## config.mk

```make
export PLATFORM = sky130hd
export DESIGN_NAME = uef_event_flags
export DESIGN_NICKNAME = d
export VERILOG_FILES = /design/src/hw/uef_pkg.sv /design/src/hw/uef_event_flags.sv
export VERILOG_INCLUDE_DIRS = /design/src /design/src/hw
export SDC_FILE = /design/constraint.sdc
export NUM_CORES = 1
export LEC_CHECK = 0
export BUFFER_PORTS_ARGS = -buffer_cell sky130_fd_sc_hd__buf_2
export CORE_ASPECT_RATIO = 1.25
export CORE_MARGIN = 2
export CORE_UTILIZATION = 33
export CTS_CLUSTER_DIAMETER = 40
export DETAILED_ROUTE_END_ITERATION = 12
export GPL_TIMING_DRIVEN = 0
export PLACE_DENSITY_LB_ADDON = 0.3
export SYNTH_ARGS = -nofsm -noshare
export SYNTH_HDL_FRONTEND = slang
export SYNTH_SLANG_ARGS = --single-unit
```

## constraint.sdc

```tcl
create_clock -name aclk -period 4.4 [get_ports aclk]
set_input_delay 0.22 -clock aclk [delete_from_list [all_inputs] [get_ports aclk]]
set_output_delay 0.22 -clock aclk [all_outputs]
set_load 0.005 [all_outputs]
```

## src/hw/uef_defines.svh

```systemverilog
// uef_defines.svh: offsets, bit positions and reset values of the usb event flags.
// assumes a 32-bit axi4-lite slave, one register per aligned word.
`ifndef UEF_DEFINES_SVH
`define UEF_DEFINES_SVH

// ======================================================================
// register byte offsets
`define UEF_OFS_FLAGS0   8'h00
`define UEF_OFS_FLAGS1   8'h04
`define UEF_OFS_ENABLE0  8'h08
`define UEF_OFS_ENABLE1  8'h0C
`define UEF_OFS_CONTROL  8'h10

// ======================================================================
// usb_event_flags_0 bit positions
`define UEF_F0_CTL_IN_DONE   0
`define UEF_F0_CTL_IN_REQ    1
`define UEF_F0_CTL_OUT_DONE  2
`define UEF_F0_SETUP_DONE    3
`define UEF_F0_BULK_FREE     4
`define UEF_F0_RST           8'h10
`define UEF_F0_CLEARABLE     8'h0F

// ======================================================================
// usb_event_flags_1 bit positions
`define UEF_F1_ATTACH_CHG    0
`define UEF_F1_INTR_DONE     1
`define UEF_F1_INTR_REQ      2
`define UEF_F1_POWER_LVL     3
`define UEF_F1_RST           8'h00
`define UEF_F1_CLEARABLE     8'h07
`define UEF_F1_IRQ_CAPABLE   8'h07

// ======================================================================
// control register bit positions
`define UEF_CTL_PULLUP_EN    0
`define UEF_CTL_EP0_ARM      1
`define UEF_CTL_EP3_ARM      2
`define UEF_CTL_RST          8'h00

// ======================================================================
// axi response codes
`define UEF_RESP_OKAY        2'h0
`define UEF_RESP_SLVERR      2'h2

`endif

```

## src/hw/uef_pkg.sv

```systemverilog
// uef_pkg.sv: types shared by the usb event flag block.
// assumes the protocol engine delivers events as one-cycle pulses on aclk.
package uef_pkg;

   // ======================================================================
   // events and levels reported by the usb protocol engine
   typedef struct packed {
      logic       setup_acked;     // setup request taken and acked
      logic       ctl_out_acked;   // control-out data stored and acked
      logic       ep0_in_token;    // in token for endpoint 0
      logic       ep0_in_acked;    // endpoint 0 packet acked by host
      logic       ep3_in_token;    // in token for endpoint 3
      logic       ep3_in_acked;    // endpoint 3 packet acked by host
      logic [1:0] ep2_buf_free;    // each endpoint 2 transmit buffer free
   } uef_usb_evt_t;

   // ======================================================================
   // answers to in tokens
   typedef struct packed {
      logic ep0_nak;               // nak endpoint 0 token
      logic ep0_send;              // send armed endpoint 0 packet
      logic ep3_nak;               // nak endpoint 3 token
      logic ep3_send;              // send armed endpoint 3 packet
   } uef_in_reply_t;

endpackage

```

## src/hw/uef_event_flags.sv

```systemverilog
// uef_event_flags.sv: usb device event flags, enables and in-token replies,
// behind an axi4-lite register slave.
// assumes usb engine events are synchronous to aclk; cable power sense is async.
`timescale 1ns/1ps
`include "uef_defines.svh"

module uef_event_flags
   import uef_pkg::*;
#(
   parameter int ADDR_W = 8
) (
   input  wire logic                aclk,
   input  wire logic                aresetn,
   // axi4-lite slave
   input  wire logic [ADDR_W-1:0]   s_axi_awaddr,
   input  wire logic                s_axi_awvalid,
   output logic                     s_axi_awready,
   input  wire logic [31:0]         s_axi_wdata,
   input  wire logic [3:0]          s_axi_wstrb,
   input  wire logic                s_axi_wvalid,
   output logic                     s_axi_wready,
   output logic [1:0]               s_axi_bresp,
   output logic                     s_axi_bvalid,
   input  wire logic                s_axi_bready,
   input  wire logic [ADDR_W-1:0]   s_axi_araddr,
   input  wire logic                s_axi_arvalid,
   output logic                     s_axi_arready,
   output logic [31:0]              s_axi_rdata,
   output logic [1:0]               s_axi_rresp,
   output logic                     s_axi_rvalid,
   input  wire logic                s_axi_rready,
   // usb engine side
   input  wire uef_usb_evt_t        usb_evt,
   input  wire logic                cable_power_pin,
   output uef_in_reply_t            in_reply,
   output logic                     pullup_en,
   // interrupt requests per flag register
   output logic                     irq0,
   output logic                     irq1
);

   // ======================================================================
   // functions

   // true when an in token finds no armed packet
   function automatic logic empty_token(input logic token, input logic armed);
      return token & ~armed;
   endfunction

   // next flag value: keep bits written 1, clear bits written 0, set wins
   // set wins so that an event landing on a clear in the same cycle is never lost
   function automatic logic [7:0] flag_next(input logic [7:0] cur,
                                            input logic       wr,
                                            input logic [7:0] wdat,
                                            input logic [7:0] clr_ok,
                                            input logic [7:0] set);
      logic [7:0] keep;
      keep = wr ? (wdat | ~clr_ok) : 8'hFF;
      return (cur & keep) | set;
   endfunction

   // ======================================================================
   // declarations
   logic [7:0]        flags0_q;
   logic [7:0]        flags0_d;
   logic [7:0]        flags1_q;
   logic [7:0]        flags1_d;
   logic [7:0]        enable0_q;
   logic [7:0]        enable1_q;
   logic [7:0]        control_q;
   logic              ep0_armed_q;
   logic              ep3_armed_q;
   logic              power_meta_q;
   logic              power_sync_q;
   logic              power_prev_q;
   logic [ADDR_W-1:0] awaddr_q;
   logic [31:0]       wdata_q;
   logic [3:0]        wstrb_q;
   logic              do_write;
   logic              wr_lane0;
   logic              wr_flags0;
   logic              wr_flags1;
   logic              wr_control;
   logic              wr_map_ok;
   logic [7:0]        set0;
   logic [7:0]        set1;
   logic [7:0]        power_bit;
   logic [7:0]        rd_byte;
   logic              rd_map_ok;

   // ======================================================================
   // axi write channel

   // address and data are taken independently, then the write is applied once
   // the write lands two cycles after the later handshake, together with bvalid
   // both readies stay low until the response is taken: one write at a time
   assign do_write  = ~s_axi_awready & ~s_axi_wready & ~s_axi_bvalid;
   assign wr_lane0  = do_write & wstrb_q[0];
   assign wr_map_ok = (awaddr_q == `UEF_OFS_FLAGS0)  || (awaddr_q == `UEF_OFS_FLAGS1) ||
                      (awaddr_q == `UEF_OFS_ENABLE0) || (awaddr_q == `UEF_OFS_ENABLE1) ||
                      (awaddr_q == `UEF_OFS_CONTROL);
   assign wr_flags0  = wr_lane0 && (awaddr_q == `UEF_OFS_FLAGS0);
   assign wr_flags1  = wr_lane0 && (awaddr_q == `UEF_OFS_FLAGS1);
   assign wr_control = wr_lane0 && (awaddr_q == `UEF_OFS_CONTROL);

   // write address handshake
   always_ff @(posedge aclk) begin
      if (!aresetn) begin
         s_axi_awready <= 1'b1;
         awaddr_q      <= '0;
      end else if (s_axi_awready && s_axi_awvalid) begin
         s_axi_awready <= 1'b0;
         awaddr_q      <= s_axi_awaddr & ~ADDR_W'(3);
      end else if (s_axi_bvalid && s_axi_bready) begin
         s_axi_awready <= 1'b1;
      end
   end

   // write data handshake
   always_ff @(posedge aclk) begin
      if (!aresetn) begin
         s_axi_wready <= 1'b1;
         wdata_q      <= '0;
         wstrb_q      <= '0;
      end else if (s_axi_wready && s_axi_wvalid) begin
         s_axi_wready <= 1'b0;
         wdata_q      <= s_axi_wdata;
         wstrb_q      <= s_axi_wstrb;
      end else if (s_axi_bvalid && s_axi_bready) begin
         s_axi_wready <= 1'b1;
      end
   end

   // write response, slverr for an unmapped address
   always_ff @(posedge aclk) begin
      if (!aresetn) begin
         s_axi_bvalid <= 1'b0;
         s_axi_bresp  <= `UEF_RESP_OKAY;
      end else if (do_write) begin
         s_axi_bvalid <= 1'b1;
         s_axi_bresp  <= wr_map_ok ? `UEF_RESP_OKAY : `UEF_RESP_SLVERR;
      end else if (s_axi_bvalid && s_axi_bready) begin
         s_axi_bvalid <= 1'b0;
      end
   end

   // ======================================================================
   // cable power sense synchroniser and edge memory

   // two stages before any logic looks at the pin
   // the pin is asynchronous, so logic reads only power_sync_q and power_prev_q
   // power_prev_q keeps the last synchronised level for edge detection
   always_ff @(posedge aclk) begin
      if (!aresetn) begin
         power_meta_q <= 1'b0;
         power_sync_q <= 1'b0;
         power_prev_q <= 1'b0;
      end else begin
         power_meta_q <= cable_power_pin;
         power_sync_q <= power_meta_q;
         power_prev_q <= power_sync_q;
      end
   end

   // ======================================================================
   // enables and control

   // enable registers, byte lane 0 only
   always_ff @(posedge aclk) begin
      if (!aresetn) begin
         enable0_q <= '0;
         enable1_q <= '0;
      end else if (wr_lane0 && awaddr_q == `UEF_OFS_ENABLE0) begin
         enable0_q <= wdata_q[7:0];
      end else if (wr_lane0 && awaddr_q == `UEF_OFS_ENABLE1) begin
         enable1_q <= wdata_q[7:0];
      end
   end

   // control register holds the pull-up enable
   always_ff @(posedge aclk) begin
      if (!aresetn) begin
         control_q <= `UEF_CTL_RST;
      end else if (wr_control) begin
         control_q <= {7'h00, wdata_q[`UEF_CTL_PULLUP_EN]};
      end
   end

   // packet armed by firmware, disarmed once the host acks it
   // an ack in the cycle of an arm write wins: the packet just sent is gone,
   // and firmware arms again for the next one
   always_ff @(posedge aclk) begin
      if (!aresetn) begin
         ep0_armed_q <= 1'b0;
         ep3_armed_q <= 1'b0;
      end else begin
         if (usb_evt.ep0_in_acked) begin
            ep0_armed_q <= 1'b0;
         end else if (wr_control && wdata_q[`UEF_CTL_EP0_ARM]) begin
            ep0_armed_q <= 1'b1;
         end
         if (usb_evt.ep3_in_acked) begin
            ep3_armed_q <= 1'b0;
         end else if (wr_control && wdata_q[`UEF_CTL_EP3_ARM]) begin
            ep3_armed_q <= 1'b1;
         end
      end
   end

   // answer each in token: nak while nothing is armed
   // a token that finds the buffer armed is answered with the packet instead
   always_ff @(posedge aclk) begin
      if (!aresetn) begin
         in_reply <= '0;
      end else begin
         in_reply.ep0_nak  <= empty_token(usb_evt.ep0_in_token, ep0_armed_q);
         in_reply.ep0_send <= usb_evt.ep0_in_token & ep0_armed_q;
         in_reply.ep3_nak  <= empty_token(usb_evt.ep3_in_token, ep3_armed_q);
         in_reply.ep3_send <= usb_evt.ep3_in_token & ep3_armed_q;
      end
   end

   // pull-up drive follows the control bit
   always_ff @(posedge aclk) begin
      if (!aresetn) begin
         pullup_en <= 1'b0;
      end else begin
         pullup_en <= control_q[`UEF_CTL_PULLUP_EN];
      end
   end

   // ======================================================================
   // flag set sources
   // request flags share the nak decode, so flag and reply never disagree
   always_comb begin
      set0 = '0;
      set0[`UEF_F0_SETUP_DONE]   = usb_evt.setup_acked;
      set0[`UEF_F0_CTL_OUT_DONE] = usb_evt.ctl_out_acked;
      set0[`UEF_F0_CTL_IN_REQ]   = empty_token(usb_evt.ep0_in_token, ep0_armed_q);
      set0[`UEF_F0_CTL_IN_DONE]  = usb_evt.ep0_in_acked;
      set1 = '0;
      set1[`UEF_F1_INTR_REQ]     = empty_token(usb_evt.ep3_in_token, ep3_armed_q);
      set1[`UEF_F1_INTR_DONE]    = usb_evt.ep3_in_acked;
      set1[`UEF_F1_ATTACH_CHG]   = power_sync_q ^ power_prev_q;
   end

   // status bit: live power level, masked by the pull-up enable
   // attach detection uses the unmasked synchronised level instead
   always_comb begin
      power_bit = '0;
      power_bit[`UEF_F1_POWER_LVL] = power_sync_q &
                                     control_q[`UEF_CTL_PULLUP_EN];
   end

   // next flag values, reserved bits forced to zero
   always_comb begin
      flags0_d = flag_next(flags0_q, wr_flags0, wdata_q[7:0],
                           `UEF_F0_CLEARABLE, set0) & `UEF_F0_CLEARABLE;
      flags0_d[`UEF_F0_BULK_FREE] = |usb_evt.ep2_buf_free;
      flags1_d = (flag_next(flags1_q, wr_flags1, wdata_q[7:0],
                            `UEF_F1_CLEARABLE, set1) & `UEF_F1_CLEARABLE)
                 | power_bit;
   end

   // ======================================================================
   // flag registers
   // bulk free resets to 1, then follows the endpoint 2 buffers
   always_ff @(posedge aclk) begin
      if (!aresetn) begin
         flags0_q <= `UEF_F0_RST;
         flags1_q <= `UEF_F1_RST;
      end else begin
         flags0_q <= flags0_d;
         flags1_q <= flags1_d;
      end
   end

   // interrupt requests; the power status bit never requests
   // taken from the next flag value so a request rises with its flag
   always_ff @(posedge aclk) begin
      if (!aresetn) begin
         irq0 <= 1'b0;
         irq1 <= 1'b0;
      end else begin
         irq0 <= |(flags0_d & enable0_q);
         irq1 <= |(flags1_d & enable1_q & `UEF_F1_IRQ_CAPABLE);
      end
   end

   // ======================================================================
   // axi read channel

   // read multiplexer on the requested address
   // unmapped offsets read zero and answer with slverr
   always_comb begin
      rd_byte   = '0;
      rd_map_ok = 1'b1;
      unique case (s_axi_araddr & ~ADDR_W'(3))
         `UEF_OFS_FLAGS0:  rd_byte = flags0_q;
         `UEF_OFS_FLAGS1:  rd_byte = flags1_q;
         `UEF_OFS_ENABLE0: rd_byte = enable0_q;
         `UEF_OFS_ENABLE1: rd_byte = enable1_q;
         `UEF_OFS_CONTROL: rd_byte = {5'h00, ep3_armed_q, ep0_armed_q,
                                      control_q[`UEF_CTL_PULLUP_EN]};
         default:          rd_map_ok = 1'b0;
      endcase
   end

   // read handshake, answer one cycle after the address is taken
   // arready stays low while rvalid stands: one read at a time
   always_ff @(posedge aclk) begin
      if (!aresetn) begin
         s_axi_arready <= 1'b1;
         s_axi_rvalid  <= 1'b0;
         s_axi_rdata   <= '0;
         s_axi_rresp   <= `UEF_RESP_OKAY;
      end else if (s_axi_arready && s_axi_arvalid) begin
         s_axi_arready <= 1'b0;
         s_axi_rvalid  <= 1'b1;
         s_axi_rdata   <= {24'h000000, rd_byte};
         s_axi_rresp   <= rd_map_ok ? `UEF_RESP_OKAY : `UEF_RESP_SLVERR;
      end else if (s_axi_rvalid && s_axi_rready) begin
         s_axi_arready <= 1'b1;
         s_axi_rvalid  <= 1'b0;
      end
   end

endmodule

```

==> impl_metrics.toml <==
[run_status]
status = "finished, final reports clean"

[layout]
final_cell_mix = "68 x dfxtp_1, 59 x buf_2, 50 x nand2_1"
multi_input_comb_area_sq_um = 1385
seq_area_sq_um = 1361
area_growth_pct = 26.34
final_common_cell = "dfxtp_1"
fill_cells = 931
drive_gt1_share_pct = 26.84
finalNonFillerCells = 541
fin_nets = 484
n_antenna_cell = 0
utilization_pct = 42.86

[clock_network]
numCtsBuffers = 9
path_clk_slew_ps = 70
cts_setup_buffers = 0
clockBufferDepth = 2
cts-root-buf = "clkbuf_8"
cts_tree = "done"
hold_buffers = 0
clock_latency_ps = 350
cts_max_level = 3
clock_sinks = 68
cts_resized = 0

[critical_path]
crit_path_max_fanout = 10
cp.arrival_ps = 2210
crit_type = "reg2reg"
end_kind = "register"
worstPathRequired_ps = 4630
start_kind = "register"

[yosys]
yosysUniqueCellTypes = 47
postSynthAreaPerCell_sq_um = 9.060
synth_seq_area_share_pct = 46.38
yosys_warnings = 0
synth_ff_type = "dfxtp_1"
synth_area_sq_um = 2935
synthCells = 324
ys_ff_latch = 68
synth-edff-count = 0
async_flop_share_pct = 0

[placement]
port-buffer-count = 56
dp.cells = 525
pre_cts_ws_ps = 2484
hpwl_mm = 5.418
gp_congestion = 0.8892

[timing]
setup_tns_ps = 0
finalCriticalPeriod_ps = 1973
clock.fmax_ghz = 0.5069
drv_slew = 0
worst_slack_ps = 2427
rsz0062_at_grt = "false"
maxSlewHeadroom_pct = 45.62
finalCritPeriodShare_pct = 44.84
hold_violations = 0
worst_pin_slew_ps = 808.3
final.setup_skew_ps = 7.592
setup_violations = 0

[global_routing]
grt_overflow = 0
grt_pass1_wl_mm = 11.62
grtUsageTotal_pct = 15.74
grt_pass1_vias = 2355
antenna_found_initial = 0
grt_max_degree = 13

[detailed_routing]
num_vias = 2555
final_antenna_net_count = 0
drt_iter0_drc = 174
wl_per_cell_um = 13.35
drt-total-wl_mm = 7.225
via_per_inst = 4.723
first_pass_iters = 4
drc = 0

[min_path]
hold_class = "in2reg"

[pwr]
pwr_density_cell_nw_per_um2 = 383.9
p_leak_nw = 1.631
ir_worst_vdd_v = 0.0001636

[floorplanning]
pin_count = 116
initial_utilization_pct = 33.92
design.core.area_sq_um = 8653
die_area_sq_um = 9670
die_y_um = 109.4
rows = 38
die_w_um = 88.36

[run]
cap_violations = 0
critical path, stage by stage, from the launching register on:
cell and delay [ps]:
dfxtp_1 370, nor4b_4 590, nand4_1 410, buf_2 320, nand3_1 100, o21ai_1 70
path summary, 6_finish.rpt:
| check | startpoint | to | slack, ps | cells past startpoint |
|---|---|---|---|---|
| setup / recovery | s_axi_bvalid$_SDFFE_PN0P_ | enable1_q[7]$_SDFFE_PN0P_ | 2430 | 5 |
| hold / removal | usb_evt[0] | flags0_q[4]$_SDFF_PN1_ | 80 | 3 |
| setup reg to reg | s_axi_bvalid$_SDFFE_PN0P_ | enable1_q[7]$_SDFFE_PN0P_ | 2430 | 5 |
| hold reg to reg | power_meta_q$_SDFF_PN0_ | power_sync_q$_SDFF_PN0_ | 440 | 1 |
registers in the layout, indices dropped and copies added (netlist names), 4 cells and up:
register,cells
s_axi_rdata,8
in_reply,4
awaddr_q,6
wdata_q,8
flags1_q,4
enable0_q,8
flags0_q,5
enable1_q,8
per-stage QoR:
step | cell area (sq um) | power, mW | hold WS [ps]
5_1_grt | 3709 | 1.480 | 82.86
3_3_place_gp | 3460 | 0.8029 | 415.7
4_1_cts | 3709 | 1.435 | 66.63
6_report | 3709 | 1.424 | 75.26
3_5_place_dp | 3460 | 0.8057 | 420.5
2_1_floorplan | 3029 | 0.7534 | 314.3
metal layers:
| layer | GRT usage (%) | up-vias | wire (um) | share of wire (%) |
|---|---|---|---|---|
| li1 | - | 1279 | - | - |
| met2 | 25.73 | 123 | 3215 | 44 |
| met1 | 20.42 | 1138 | 3260 | 45 |
| met5 | 0 | - | 0 | 0 |
| met4 | 6.926 | 0 | 174 | 2.4 |
| met3 | 2.477 | 15 | 573 | 7.9 |
where the power goes:
| part | switching, mW | internal, mW |
|---|---|---|
| clock | 0.240 | 0.392 |
| combinational | 0.0733 | 0.0623 |
| sequential | 0.0189 | 0.637 |
cell families (layout without fill, tap and decap cells):
logic type,after synthesis,count (layout),share of synthesized area [%]
flops,68,68,46.38
simple gates,117,117,20.42
buf+inv,48,120,9.633
compound gates,80,80,18.33
mux,9,9,4.817
other cells,1,26,0.1278
xor+xnor,1,1,0.2984
synth_stat cells (5+ instances only):
cell type,count,share of area (%)
clkbuf_1,10,1.3
o21ai_0,18,3.1
nand3_1,16,2.7
nor4_1,5,1.1
nor2_1,9,1.2
nand4_1,6,1.3
and2_1,9,1.9
inv_1,6,0.77
dfxtp_1,68,46
nor2b_1,6,1.3
buf_4,26,6.6
nand2_1,50,6.4
a21boi_0,18,4.6
a31oi_1,5,1.1
o21ai_1,13,2.2
final cells by class:
type / instances / area share (%)
buffer: 42 / 7.018
clock buffer: 10 / 3.711
clock inverter: 6 / 3.003
inverter: 6 / 0.6073
multi-input combinational: 233 / 37.35
sequential: 68 / 36.71
tap: 120 / 4.049
timing repair buffer: 56 / 7.557
(Power assumes the default switching activity.)
